File: config.mk
export PLATFORM = sky130hd
export DESIGN_NAME = lower_limit_compare_bank
export DESIGN_NICKNAME = d
export VERILOG_FILES = /design/src/lower_limit_pkg.sv /design/src/limit_compare.sv /design/src/lower_limit_compare_bank.sv
export SDC_FILE = /design/constraint.sdc
export NUM_CORES = 1
export LEC_CHECK = 0
export BUFFER_PORTS_ARGS = -buffer_cell sky130_fd_sc_hd__buf_2
export CAP_MARGIN = 10
export CORE_MARGIN = 8
export CORE_UTILIZATION = 32
export CTS_CLUSTER_DIAMETER = 40
export DETAILED_ROUTE_END_ITERATION = 10
export GPL_ROUTABILITY_DRIVEN = 0
export MAX_ROUTING_LAYER = met4
export PLACE_DENSITY = 0.61
export SYNTH_ARGS = -nofsm -noshare
export SYNTH_HDL_FRONTEND = slang
export SYNTH_HIERARCHICAL = 1
export SYNTH_SLANG_ARGS = --single-unit
export TNS_END_PERCENT = 1
File: constraint.sdc
create_clock -name MCLK -period 3.49 [get_ports MCLK]
set_clock_uncertainty 0.1 [all_clocks]
set_input_delay 0.1745 -clock MCLK [delete_from_list [all_inputs] [get_ports MCLK]]
set_output_delay 0.1745 -clock MCLK [all_outputs]
set_load 0.03 [all_outputs]
File: src/lower_limit_pkg.sv
// Constants shared by the lower-limit compare bank and its comparator
package lower_limit_pkg;

    // Register data and serial frame layout
    localparam int          DATA_W        = 24;
    localparam int          ADDR_W        = 7;
    localparam int          NUM_CH        = 6;
    localparam int          CMD_BITS      = 8;
    localparam int          FRAME_BITS    = CMD_BITS + DATA_W;
    localparam int          CNT_W         = 6;
    localparam int          CMD_RD_BIT    = 7;
    localparam int          LIMIT_MSB     = 23;
    localparam int          LIMIT_LSB     = 0;

    // Register offsets
    localparam logic [6:0]  LOWER_LIMIT_CH1_ADDR = 7'h21;
    localparam logic [6:0]  LOWER_LIMIT_CH2_ADDR = 7'h22;
    localparam logic [6:0]  LOWER_LIMIT_CH3_ADDR = 7'h23;
    localparam logic [6:0]  LOWER_LIMIT_CH4_ADDR = 7'h24;
    localparam logic [6:0]  LOWER_LIMIT_CH5_ADDR = 7'h25;
    localparam logic [6:0]  LOWER_LIMIT_CH6_ADDR = 7'h26;

    // Values after reset, and command and frame end bit counts
    localparam logic [23:0] LIMIT_RESET   = 24'h000000;
    localparam logic [23:0] READ_UNMAPPED = 24'h000000;
    localparam logic [2:0]  PIN_IDLE      = 3'h4;     // {cs_n, sclk, din}
    localparam logic [5:0]  BIT_CNT_RESET = 6'h00;
    localparam logic [5:0]  CMD_DONE_CNT  = 6'h08;
    localparam logic [5:0]  FRAME_END_CNT = 6'h20;

    // Coding selections
    localparam logic        POL_UNIPOLAR  = 1'b1;
    localparam logic        FMT_OFFSET    = 1'b1;

endpackage : lower_limit_pkg

File: src/limit_compare.sv
// One channel comparator: result against lower limit in the selected coding
`timescale 1ns/1ns
module limit_compare
    import lower_limit_pkg::*;
(
    input  wire logic              clk,
    input  wire logic              rst,
    input  wire logic [DATA_W-1:0] result,
    input  wire logic [DATA_W-1:0] limit,
    input  wire logic              polarity_select,
    input  wire logic              output_format,
    output logic                   below_limit_flag
);

    logic              signed_mode;
    logic [DATA_W-1:0] result_key;
    logic [DATA_W-1:0] limit_key;

    // coding sets ordering
    // Two's complement bipolar codes become ordered by flipping the sign bit
    assign signed_mode = (polarity_select != POL_UNIPOLAR) && (output_format != FMT_OFFSET);
    assign result_key  = {result[DATA_W-1] ^ signed_mode, result[DATA_W-2:0]};
    assign limit_key   = {limit[DATA_W-1] ^ signed_mode, limit[DATA_W-2:0]};

    always_ff @(posedge clk) begin
        if (rst) begin
            below_limit_flag <= 1'b0;
        end else begin
            below_limit_flag <= (result_key < limit_key);
        end
    end

endmodule : limit_compare

File: src/lower_limit_compare_bank.sv
// Lower-limit registers for channels 1 to 6 behind a serial control port
`timescale 1ns/1ns

module lower_limit_compare_bank
    import lower_limit_pkg::*;
(
    input  wire logic              MCLK,
    input  wire logic              SYS_RST,
    input  wire logic              SPI_CS_N,
    input  wire logic              SPI_SCLK,
    input  wire logic              SPI_DIN,
    output logic                   SPI_DOUT,
    input  wire logic [DATA_W-1:0] RESULT_CH1,
    input  wire logic [DATA_W-1:0] RESULT_CH2,
    input  wire logic [DATA_W-1:0] RESULT_CH3,
    input  wire logic [DATA_W-1:0] RESULT_CH4,
    input  wire logic [DATA_W-1:0] RESULT_CH5,
    input  wire logic [DATA_W-1:0] RESULT_CH6,
    input  wire logic              POLARITY_SELECT,
    input  wire logic              OUTPUT_FORMAT,
    output logic                   BELOW_LIMIT_FLAG_CH1,
    output logic                   BELOW_LIMIT_FLAG_CH2,
    output logic                   BELOW_LIMIT_FLAG_CH3,
    output logic                   BELOW_LIMIT_FLAG_CH4,
    output logic                   BELOW_LIMIT_FLAG_CH5,
    output logic                   BELOW_LIMIT_FLAG_CH6
);

    typedef enum logic [1:0] {
        ST_IDLE,
        ST_CMD,
        ST_DATA
    } frame_state_t;

    typedef logic [DATA_W-1:0] word_t;

    // Pin synchronisers and filtered levels, packed {cs_n, sclk, din}
    logic [2:0]        pin_s0_reg;
    logic [2:0]        pin_s1_reg;
    logic [2:0]        pin_s2_reg;
    logic [2:0]        pin_level_reg;
    logic [2:0]        pin_level_next;
    logic              cs_n_level;
    logic              sclk_level;
    logic              din_level;
    logic              sclk_prev_reg;
    logic              cs_n_prev_reg;
    logic              sclk_rise;
    logic              sclk_fall;
    logic              frame_start;

    // Frame handling
    frame_state_t      state_reg;
    frame_state_t      state_next;
    logic [CNT_W-1:0]  bit_cnt_reg;
    logic [CNT_W-1:0]  bit_cnt_next;
    logic [CMD_BITS-1:0] cmd_reg;
    logic [CMD_BITS-1:0] cmd_next;
    word_t             wr_shift_reg;
    word_t             tx_shift_reg;
    logic              dout_reg;
    logic              cmd_done;
    logic              frame_done;
    logic              is_read;
    logic [ADDR_W-1:0] frame_addr;

    // Register bank
    word_t             limit_reg  [NUM_CH];
    word_t             result_arr [NUM_CH];
    logic [NUM_CH-1:0] addr_hit;
    logic [NUM_CH-1:0] flag_vec;
    word_t             read_word;

    // Three-stage capture; only stage 1 looks at stage 0
    always_ff @(posedge MCLK) begin
        if (SYS_RST) begin
            pin_s0_reg <= PIN_IDLE;
            pin_s1_reg <= PIN_IDLE;
            pin_s2_reg <= PIN_IDLE;
        end else begin
            pin_s0_reg <= {SPI_CS_N, SPI_SCLK, SPI_DIN};
            pin_s1_reg <= pin_s0_reg;
            pin_s2_reg <= pin_s1_reg;
        end
    end

    // A pin level changes only when stages 1 and 2 agree
    assign pin_level_next = (pin_s1_reg & pin_s2_reg) | (pin_level_reg & (pin_s1_reg ^ pin_s2_reg));

    always_ff @(posedge MCLK) begin
        if (SYS_RST) begin
            pin_level_reg <= PIN_IDLE;
            sclk_prev_reg <= 1'b0;
            cs_n_prev_reg <= 1'b1;
        end else begin
            pin_level_reg <= pin_level_next;
            sclk_prev_reg <= pin_level_reg[1];
            cs_n_prev_reg <= pin_level_reg[2];
        end
    end

    // Edge events on the filtered levels
    assign cs_n_level  = pin_level_reg[2];
    assign sclk_level  = pin_level_reg[1];
    assign din_level   = pin_level_reg[0];
    assign sclk_rise   = !cs_n_level && sclk_level && !sclk_prev_reg;
    assign sclk_fall   = !cs_n_level && !sclk_level && sclk_prev_reg;
    assign frame_start = !cs_n_level && cs_n_prev_reg;

    // Command byte: read flag on top, address below
    assign cmd_next   = {cmd_reg[CMD_BITS-2:0], din_level};   // Command byte as it completes
    assign is_read    = cmd_reg[CMD_RD_BIT];
    assign frame_addr = cmd_reg[ADDR_W-1:0];
    assign cmd_done   = sclk_rise && (bit_cnt_reg == CMD_DONE_CNT - 6'h01);
    assign frame_done = sclk_rise && (bit_cnt_reg == FRAME_END_CNT - 6'h01);

    // Frame sequencing
    always_comb begin
        state_next   = state_reg;
        bit_cnt_next = bit_cnt_reg;
        if (cs_n_level) begin
            state_next   = ST_IDLE;
            bit_cnt_next = BIT_CNT_RESET;
        end else begin
            unique case (state_reg)
                ST_IDLE: begin
                    if (frame_start) begin
                        state_next   = ST_CMD;
                        bit_cnt_next = BIT_CNT_RESET;
                    end
                end
                ST_CMD: begin
                    if (sclk_rise) begin
                        bit_cnt_next = bit_cnt_reg + 6'h01;
                    end
                    if (cmd_done) begin
                        state_next = ST_DATA;
                    end
                end
                ST_DATA: begin
                    if (sclk_rise) begin
                        bit_cnt_next = bit_cnt_reg + 6'h01;
                    end
                    if (frame_done) begin
                        state_next = ST_IDLE;
                    end
                end
            endcase
        end
    end

    always_ff @(posedge MCLK) begin
        if (SYS_RST) begin
            state_reg   <= ST_IDLE;
            bit_cnt_reg <= BIT_CNT_RESET;
        end else begin
            state_reg   <= state_next;
            bit_cnt_reg <= bit_cnt_next;
        end
    end

    // Command and write-data shifters, sampled on SCLK rise
    always_ff @(posedge MCLK) begin
        if (SYS_RST) begin
            cmd_reg      <= '0;
            wr_shift_reg <= LIMIT_RESET;
        end else if (sclk_rise && state_reg == ST_CMD) begin
            cmd_reg <= {cmd_reg[CMD_BITS-2:0], din_level};
        end else if (sclk_rise && state_reg == ST_DATA) begin
            wr_shift_reg <= {wr_shift_reg[DATA_W-2:0], din_level};
        end
    end

    generate
        for (genvar ch = 0; ch < NUM_CH; ch++) begin : g_decode
            assign addr_hit[ch] = (frame_addr == LOWER_LIMIT_CH1_ADDR + 7'(ch));
        end
    endgenerate

    always_comb begin
        read_word = READ_UNMAPPED;
        for (int ch = 0; ch < NUM_CH; ch++) begin
            if (cmd_next[ADDR_W-1:0] == LOWER_LIMIT_CH1_ADDR + 7'(ch)) begin
                read_word = limit_reg[ch];
            end
        end
    end

    // Read data is loaded after the command byte, shifted out on SCLK fall
    always_ff @(posedge MCLK) begin
        if (SYS_RST) begin
            tx_shift_reg <= READ_UNMAPPED;
            dout_reg     <= 1'b0;
        end else if (cs_n_level) begin
            tx_shift_reg <= READ_UNMAPPED;
            dout_reg     <= 1'b0;
        end else if (cmd_done) begin
            tx_shift_reg <= cmd_next[CMD_RD_BIT] ? read_word : READ_UNMAPPED;
        end else if (sclk_fall && state_reg == ST_DATA) begin
            dout_reg     <= tx_shift_reg[DATA_W-1];
            tx_shift_reg <= {tx_shift_reg[DATA_W-2:0], 1'b0};
        end
    end

    assign SPI_DOUT = dout_reg;

    generate
        for (genvar ch = 0; ch < NUM_CH; ch++) begin : g_limit
            always_ff @(posedge MCLK) begin
                if (SYS_RST) begin
                    limit_reg[ch] <= LIMIT_RESET;
                end else if (frame_done && !is_read && addr_hit[ch]) begin
                    limit_reg[ch] <= {wr_shift_reg[DATA_W-2:0], din_level};
                end
            end
        end
    endgenerate

    // Gather channel results for the comparator loop
    assign result_arr[0] = RESULT_CH1;
    assign result_arr[1] = RESULT_CH2;
    assign result_arr[2] = RESULT_CH3;
    assign result_arr[3] = RESULT_CH4;
    assign result_arr[4] = RESULT_CH5;
    assign result_arr[5] = RESULT_CH6;

    generate
        for (genvar ch = 0; ch < NUM_CH; ch++) begin : g_cmp
            limit_compare u_cmp (
                .clk              (MCLK),
                .rst              (SYS_RST),
                .result           (result_arr[ch]),
                .limit            (limit_reg[ch]),
                .polarity_select  (POLARITY_SELECT),
                .output_format    (OUTPUT_FORMAT),
                .below_limit_flag (flag_vec[ch])
            );
        end
    endgenerate

    // Flag outputs, one per channel
    assign BELOW_LIMIT_FLAG_CH1 = flag_vec[0];
    assign BELOW_LIMIT_FLAG_CH2 = flag_vec[1];
    assign BELOW_LIMIT_FLAG_CH3 = flag_vec[2];
    assign BELOW_LIMIT_FLAG_CH4 = flag_vec[3];
    assign BELOW_LIMIT_FLAG_CH5 = flag_vec[4];
    assign BELOW_LIMIT_FLAG_CH6 = flag_vec[5];

endmodule : lower_limit_compare_bank

Word level (Yosys, flattened, before mapping)
Memories as Yosys holds them, arrays and structs flattened.
Cells that the tools add are included.
Word-level totals
  word-level logic and storage cells: 144
  output and inout bits: 7
  register bits: 84
  memory bits (writable): 144
  input bits: 151
  memories kept: 1
Cells by class
  $add $sub $neg: 1
  order comparisons: 6
  bitwise operators: 26
  mux-type cells: 42
  equality and inequality tests: 20
  reductions and logical operators: 30
Memory list
  limit_reg: words 6, width 24, read ports 6, clocked after Yosys merged registers in 0, write ports 6, RTL line lower_limit_compare_bank.sv:68  | word_t limit_reg [NUM_CH];
Operators by type and width (count)
  $mux W24: 15
  $lt A24 B24 Y1: 6
  $eq A7 B6 Y1 const B: 12
  $mux W1: 20
  $logic_and A1 B1 Y1: 18
  $mux W6: 2
  $pmux W6 S2: 1
  $xor A1 B1 Y1: 12
  $add A6 B1 Y6 const B: 1
  $and A3 B3 Y3: 2
  $eq A6 B3 Y1 const B: 1
  $eq A6 B5 Y1 const B: 1
  $mux W2: 3
  $ne A2 B2 Y1 const B: 3
  $or A1 B1 Y1: 6
  $pmux W2 S3: 1
  $reduce_and A2 Y1: 3
  $logic_not A1 Y1: 4
  $not A1 Y1: 4
  $reduce_or A2 Y1: 2
  $or A3 B3 Y3: 1
  $reduce_and A3 Y1: 1
  $xor A3 B3 Y3: 1
  $eq A2 B1 Y1 const B: 1
  4 further kinds: 4

Logic depth before layout (Yosys ltp)
Gate-level depths: netlist of the first run.
  word-level depth: 10
  gate-level depth with buffers: 8
  depth with buffers taken out: 7

Hierarchy
Netlist of the first run, hierarchy kept.
By module, submodules not included
  lower_limit_compare_bank: seq. area each 5885.6 µm², area an instance 9540.4 µm², instances 1, cells an instance 933
  limit_compare: seq. area each 20.0 µm², area an instance 623.1 µm², instances 6, cells an instance 84

Worst setup path after synthesis of the first run
Ideal clock, no wire load.
  path kind: register to register
  start point: register pin_level_reg[2]
  end point: memory limit_reg[5][0] in the netlist's numbering (enable)
  stages on the path, launching flop included: 7
  path buffers: 1
  data required time: 3.006 ns
  setup time: 0.384 ns
  slack: 0.938 ns
  clock period less this slack: 2.552 ns
  data arrival time: 2.067 ns
  path through: dfxtp_1 > or3b_1 > buf_2 > nor3_1 > and4b_1 > nand3_1 > nand2b_1
RTL lines
  from (decl): RTL line lower_limit_compare_bank.sv:41  | logic [2:0] pin_level_reg;
  from (signal assigned): RTL line lower_limit_compare_bank.sv:96  | pin_level_reg <= pin_level_next;
  to (decl): RTL line lower_limit_compare_bank.sv:68

==> flow_summary.ini, run 1 <==
[routing]
routed-via-count = 10800
m1WireLength_um = 17400
drt_pre_antenna_iters = 5
post_drt_via_cell_ratio = 5.04
drt-initial-drc-count = 869
wl_met2_um = 18900
route.met3.wl_um = 2340
drcViolationCount = 0
postRouteAntennaNets = 0
routed_wl_um = 39800
wl_per_cell_um = 18.5
top_layer = met4

[timing]
tns_ns = 0
slew_headroom = 0.311
finalCriticalPeriod_ns = 2.59
tightestPinTransition_ns = 1.03
rsz0062_at_grt = no
finalCritPeriodShare = 0.743
final.setup.worst_slack_ns = 0.896
setup_viol = 0
max_freq_ghz = 0.385
final-hold-violation-count = 0
drv_slew = 0

[power_and_ir_drop]
p_leak_nw = 6.41
power_density_nw_per_um2 = 460
ir_drop_mv = 0.326
finalPower_mw = 7.34

[finish]
antenna_cells = 0
largest_reg_flops = 144
design_area_um2 = 16000
areaGrowthSynthToFinish_pct = 20.3
final_nets = 1886
drive_above_1_share = 0.174

[min_path]
hp-class = primary input to flop
hold_depth = 6

[die]
die_w_um = 220
ios = 158
coreArea_um2 = 40900
dieHeight_um = 220
initial_core_util = 0.324
die_area_um2 = 48300
num_rows = 74

[clock_tree]
clkSlewWorstSetupHoldPaths_ns = 0.05
clock_latency_ns = 0.51
cts_root_buffer = clkbuf_16
numCtsBuffers = 34
clock_sinks = 228
cts_setup_buffers = 0
cts-htree-levels = 2
tritoncts = done
clockBufferDepth = 3

[run_status]
outcome = complete, no violations

[global_route]
grt_pass1_vias = 10900
grt.overflow.total = 0
antenna_found_initial = 0
grt_max_degree = 81
grt_pass1_wl_um = 60400
globalRouteTotalUtil = 0.166

[logic_synthesis]
synth_top_cell_area_share = 0.326
synth_edf_count = 144
async_reset_ff_frac = 0
synth_area_per_cell_um2 = 9.24
yosysSeqAreaShare = 0.452
netlist_area_um2 = 13300
netlist_instances = 1437
synth_flop_cell = edfxtp_1
yosysUniqueCellTypes = 52
yosysTopAreaCell = edfxtp_1
synth_nets = 1728
ys_warn_count = 6
synthTopCellsByCount = nor2_1, nand2_1, edfxtp_1
yosys.cell_count.top_type = nor2_1
synth_seq_cells = 228
synth_area_leaders = edfxtp_1, ha_1, dfxtp_1

[setup_path]
worst-r2r-cell-count = 7
endpoint_kind = flop
cpMostUsedCell = buf_4
required_ns = 3.55
cp_max_fo = 25
cp-start-kind = flop
critPathKind = flop to flop
critPathMaxStageDelay_ns = 0.53
cp_cell_sequence = or3b_1 > nor3_1 > and4_1 > nand2_1 > buf_4 > nand2b_1 > buf_4
crit_arrival_ns = 2.65
critical-path-slowest-cell = or3b_1
r2r_slack_ns = 0.90

[placement]
hpwlAfterDp_um = 30900
place_area_um2 = 14700
portBuffers = 157
post-place-ws_ns = 0.910

[flow_run]
drv_cap = 0
==> layout make-up <==
class,instances,area (um^2)
clock inverters,24,350
flip-flops and latches,228,6010
fillers,4111,25000
clock buffers,37,893
multi-input cells,1008,6500
well taps,532,666
inverters,137,515
repair buffers,186,1040
==> final timing paths <==
kind	start	endpoint
setup / recovery	pin_level_reg[2]$_SDFF_PP1_	limit_reg[0][21]$_SDFFCE_PN0P_
hold / removal	RESULT_CH2[23]	g_cmp[1].u_cmp/below_limit_flag$_SDFF_PP0_
setup reg to reg	pin_level_reg[2]$_SDFF_PP1_	limit_reg[0][21]$_SDFFCE_PN0P_
hold reg to reg	pin_s0_reg[2]$_SDFF_PP1_	pin_s1_reg[2]$_SDFF_PP1_
==> cells by family after synthesis <==
| family | share of synthesized area |
|---|---|
| XOR/XNOR | 0.00660 |
| adder cells (fa/ha/maj) | 0.132 |
| AND/OR/NAND/NOR | 0.195 |
| multiplexers | 0.0188 |
| buffers and inverters | 0.0587 |
| AO/OA/AOI/OAI | 0.137 |
| flip-flops | 0.452 |
==> metrics by stage <==
stage / hold WS (ns) / cells / util
after floorplan: 0.178 / 1437 / -
after global placement: 0.280 / 2088 / 0.359
after detailed placement: 0.284 / 2088 / 0.359
after CTS: 0.0121 / 2152 / 0.390
after global routing: 0.0654 / 2152 / 0.390
final: 0.0210 / 2152 / 0.390
==> metal layers <==
| layer | track usage | up-vias |
|---|---|---|
| met5 | - | - |
| li1 | - | 5314 |
| met2 | 0.272 | 333 |
| met1 | 0.209 | 5133 |
| met3 | 0.0237 | 59 |
| met4 | 0.0568 | 0 |
==> cells in the final DEF (no fill, tap or decap), types with 12 or more instances in the layout <==
| cell type | synthesis | routed |
|---|---|---|
| edfxtp_1 | 144 | 144 |
| o21ai_0 | 44 | 44 |
| nor2_1 | 216 | 216 |
| nand4_1 | 15 | 15 |
| nor2b_1 | 22 | 22 |
| nand2b_1 | 37 | 37 |
| nand2_1 | 146 | 146 |
| o211ai_1 | 12 | 12 |
| buf_4 | 0 | 24 |
| dfxtp_1 | 84 | 83 |
| inv_1 | 135 | 135 |
| o31ai_2 | 20 | 20 |
| buf_2 | 1 | 157 |
| mux2i_1 | 25 | 25 |
| a21oi_1 | 125 | 125 |
| clkbuf_16 | 0 | 35 |
| a21o_1 | 41 | 41 |
| nor3_1 | 37 | 37 |
| nand3_1 | 43 | 43 |
| ha_1 | 140 | 140 |
==> timing repair <==
| action | in CTS | in global routing |
|---|---|---|
| resized for setup | 0 | 0 |
| hold buffers | 3 | 0 |
| hold endpoints to repair | 3 | 0 |
==> power breakdown <==
group	internal [mW]	leakage, nW	switching [mW]
combinational	0.274	3.76	0.357
sequential	2.96	2.05	0.0710
clock	2.35	0.600	1.33
==> critical path, delay by kind of cell, from the launching register on <==
family / cells / cell delay (ns)
and+or+nand+nor: 5 / 1.27
DFF: 1 / 0.35
buffers and inverters: 2 / 0.55
No activity file was read; power rests on OpenSTA's default activity.
==> run 2, diff against run 1 <==
--- a/config.mk
+++ b/config.mk
@@ -5,6 +5,7 @@
 export SDC_FILE = /design/constraint.sdc
 export NUM_CORES = 1
 export LEC_CHECK = 0
+export ABC_AREA = 1
 export BUFFER_PORTS_ARGS = -buffer_cell sky130_fd_sc_hd__buf_2
 export CAP_MARGIN = 10
 export CORE_MARGIN = 8
@@ -13,7 +14,7 @@
 export DETAILED_ROUTE_END_ITERATION = 10
 export GPL_ROUTABILITY_DRIVEN = 0
 export MAX_ROUTING_LAYER = met4
-export PLACE_DENSITY = 0.61
+export PLACE_DENSITY = 0.63
 export SYNTH_ARGS = -nofsm -noshare
 export SYNTH_HDL_FRONTEND = slang
 export SYNTH_HIERARCHICAL = 1
==> constraint.sdc (replaced) <==
create_clock -name MCLK -period 2.1 [get_ports MCLK]
set_clock_uncertainty 0.1 [all_clocks]
set_input_delay 0.105 -clock MCLK [delete_from_list [all_inputs] [get_ports MCLK]]
set_output_delay 0.105 -clock MCLK [all_outputs]
set_load 0.03 [all_outputs]
==> run 2 against run 1 <==
Compared with the run above:
- cell count is 22% higher
- worst hold slack worse by 0.0057 ns
- setup slack worse by 0.87 ns
- die area is 5.0% higher
- flip-flop and latch count stayed put
- utilization is 1.2 points higher
- synthesized cell count is 27% higher
- sequential share of layout area is 2.9 points lower
- sequential power is 66% higher
- clock power is 64% higher
- largest cell class unchanged
==> flow_summary.ini, run 2 <==
[global_route]
globalRouteTotalUtil = 0.163
grt_pass1_vias = 12000
antenna_found_initial = 1
grt_pass1_wl_um = 63300
grt_max_degree = 49
grt.overflow.total = 0

[timing]
finalCritPeriodShare = 0.987
rsz0062_at_grt = yes
final.setup.worst_slack_ns = 0.0273
tns_ns = 0
finalCriticalPeriod_ns = 2.07
drv_slew = 0
max_freq_ghz = 0.482
final-hold-violation-count = 0
tightestPinTransition_ns = 0.433
slew_headroom = 0.709
setup_viol = 0

[setup_path]
critPathMaxStageDelay_ns = 0.35
cpMostUsedCell = nor2_4
cp_max_fo = 6
r2r_slack_ns = 0.03
required_ns = 2.22
crit_arrival_ns = 2.20
cp_cell_sequence = ha_4 > nand2_4 > nor2_4 > nand3_4 > nor2_4 > nand4_4 > o21ai_4 > clkbuf_16
critical-path-slowest-cell = dfxtp_2
cp-start-kind = flop
critPathKind = flop to flop
endpoint_kind = flop

[finish]
layout_common_cells = nand2_1, inv_1, nor2_1
fillers = 4339
fin_cells = 2631
final_nets = 2309
drive_above_1_share = 0.163
final_common_cell = nand2_1
areaGrowthSynthToFinish_pct = 23.8
largest_reg_flops = 144

[logic_synthesis]
yosys.cell_count.top_type = nand2_1
synth_top_cell_area_share = 0.309
synth_edf_count = 144
netlist_instances = 1825
synth_seq_cells = 228
synth_area_leaders = edfxtp_1, ha_1, dfxtp_1
netlist_area_um2 = 14000
yosysUniqueCellTypes = 29
synth_flop_cell = edfxtp_1
yosysTopAreaCell = edfxtp_1
yosysSeqAreaShare = 0.429
synth_area_per_cell_um2 = 7.66
synth_nets = 2116
ys_warn_count = 6
async_reset_ff_frac = 0
synthTopCellsByCount = nand2_1, inv_1, nor2_1

[power_and_ir_drop]
combinationalPowerShare = 0.091
ir_drop_mv = 0.432
intPower_mw = 9.10
seqPwrFrac = 0.414
p_sw_mw = 3.07
swShare = 0.252
power_density_nw_per_um2 = 702
power_frac_clock = 0.495
p_leak_nw = 8.17

[clock_tree]
cts-htree-levels = 2
clock_sinks = 228
clkSlewWorstSetupHoldPaths_ns = 0.06
clockBufferDepth = 3
numCtsBuffers = 36
clock_latency_ns = 0.52
tritoncts = done
cts_root_buffer = clkbuf_16

[die]
num_rows = 76
die_w_um = 225
dieHeight_um = 225
die_area_um2 = 50700
initial_core_util = 0.325
coreArea_um2 = 43100
ios = 158

[flow_run]
drv_cap = 0

[routing]
routed-via-count = 12300
routed_wl_um = 40900
drt_pre_antenna_iters = 5
postRouteAntennaNets = 0
wl_per_cell_um = 15.6
drcViolationCount = 0
post_drt_via_cell_ratio = 4.67
drt-initial-drc-count = 1037

[placement]
portBuffers = 157
place_inst = 2546
hpwlAfterDp_um = 32100
post-place-ws_ns = -0.000838

[min_path]
hp-class = primary input to flop

[run_status]
outcome = complete, no violations
run 2: through the flow:
step                      total power, mW  hold slack (ns)   util  cell area (um^2)
after global routing                 12.6           0.0468  0.402             17300
after CTS                            12.2          0.00180  0.398             17200
final                                12.2           0.0153  0.402             17300
after floorplan                      5.73            0.109      -             14000
after global placement               6.15            0.187  0.367             15800
after detailed placement             6.20            0.191  0.367             15800
run 2: worst max-delay path, delay by kind of cell, from the launching register on:
kind / cells / cell delay, ns
buffers and inverters: 1 / 0.21
adder cells (fa/ha/maj): 1 / 0.15
AO/OA/AOI/OAI: 1 / 0.31
flip-flops: 1 / 0.35
AND/OR/NAND/NOR: 5 / 0.65
run 2: logic make-up (layout without fill, tap and decap cells):
logic type | Yosys count | in the layout | share of synthesized area
DFF | 228 | 228 | 0.429
and+or+nand+nor | 898 | 898 | 0.276
other | 0 | 1 | 0
adders and majority gates | 140 | 140 | 0.125
AOI/OAI and AO/OA | 159 | 159 | 0.0597
buffers and inverters | 400 | 620 | 0.109
run 2: final cells by class:
class / instances / area (um^2) / share of cell area
well taps: 585 / 732 / 0.0423
inverters: 343 / 1290 / 0.0743
diodes: 1 / 2.50 / 0.000144
clock buffers: 41 / 950 / 0.0548
clock inverters: 24 / 270 / 0.0156
multi-input cells: 1197 / 6560 / 0.379
repair buffers: 212 / 1510 / 0.0873
flip-flops and latches: 228 / 6010 / 0.347
run 2: timing repair:
item | CTS | global route
hold buffers | 13 | 0
setup endpoints to repair | 23 | 220
pin swaps | 0 | 6
setup buffers | 0 | 2
gates cloned | 0 | 4
hold endpoints to repair | 8 | 0
gates resized for setup | 1 | 17
run 2: path summary, 6_finish.rpt:
path                                from                                    endpoint  depth (start not counted)
max          bit_cnt_reg[0]$_SDFFE_PP0P_               limit_reg[1][3]$_SDFFCE_PN0P_                          8
min                       RESULT_CH1[19]  g_cmp[0].u_cmp/below_limit_flag$_SDFF_PP0_                          7
max reg2reg  bit_cnt_reg[0]$_SDFFE_PP0P_               limit_reg[1][3]$_SDFFCE_PN0P_                          8
min reg2reg     pin_s0_reg[1]$_SDFF_PP0_                    pin_s1_reg[1]$_SDFF_PP0_                          2
run 2: power by group through the flow:
stage / logic [mW] / clock network (mW) / registers [mW]
after floorplan: 0.637 / 0 / 5.09
after global placement: 1.02 / 0 / 5.13
after detailed placement: 1.07 / 0 / 5.13
after CTS: 1.09 / 6.10 / 5.04
after global routing: 1.26 / 6.29 / 5.06
final: 1.10 / 6.02 / 5.04
run 2: layer usage:
metal / wire, um / part of all wire / vias up / global-route usage
met5: 0 / 0 / - / -
met4: 1090 / 0.027 / 0 / 0.0490
met3: 2400 / 0.059 / 79 / 0.0242
met2: 20000 / 0.49 / 371 / 0.278
met1: 17400 / 0.43 / 5635 / 0.196
li1: - / - / 6192 / -
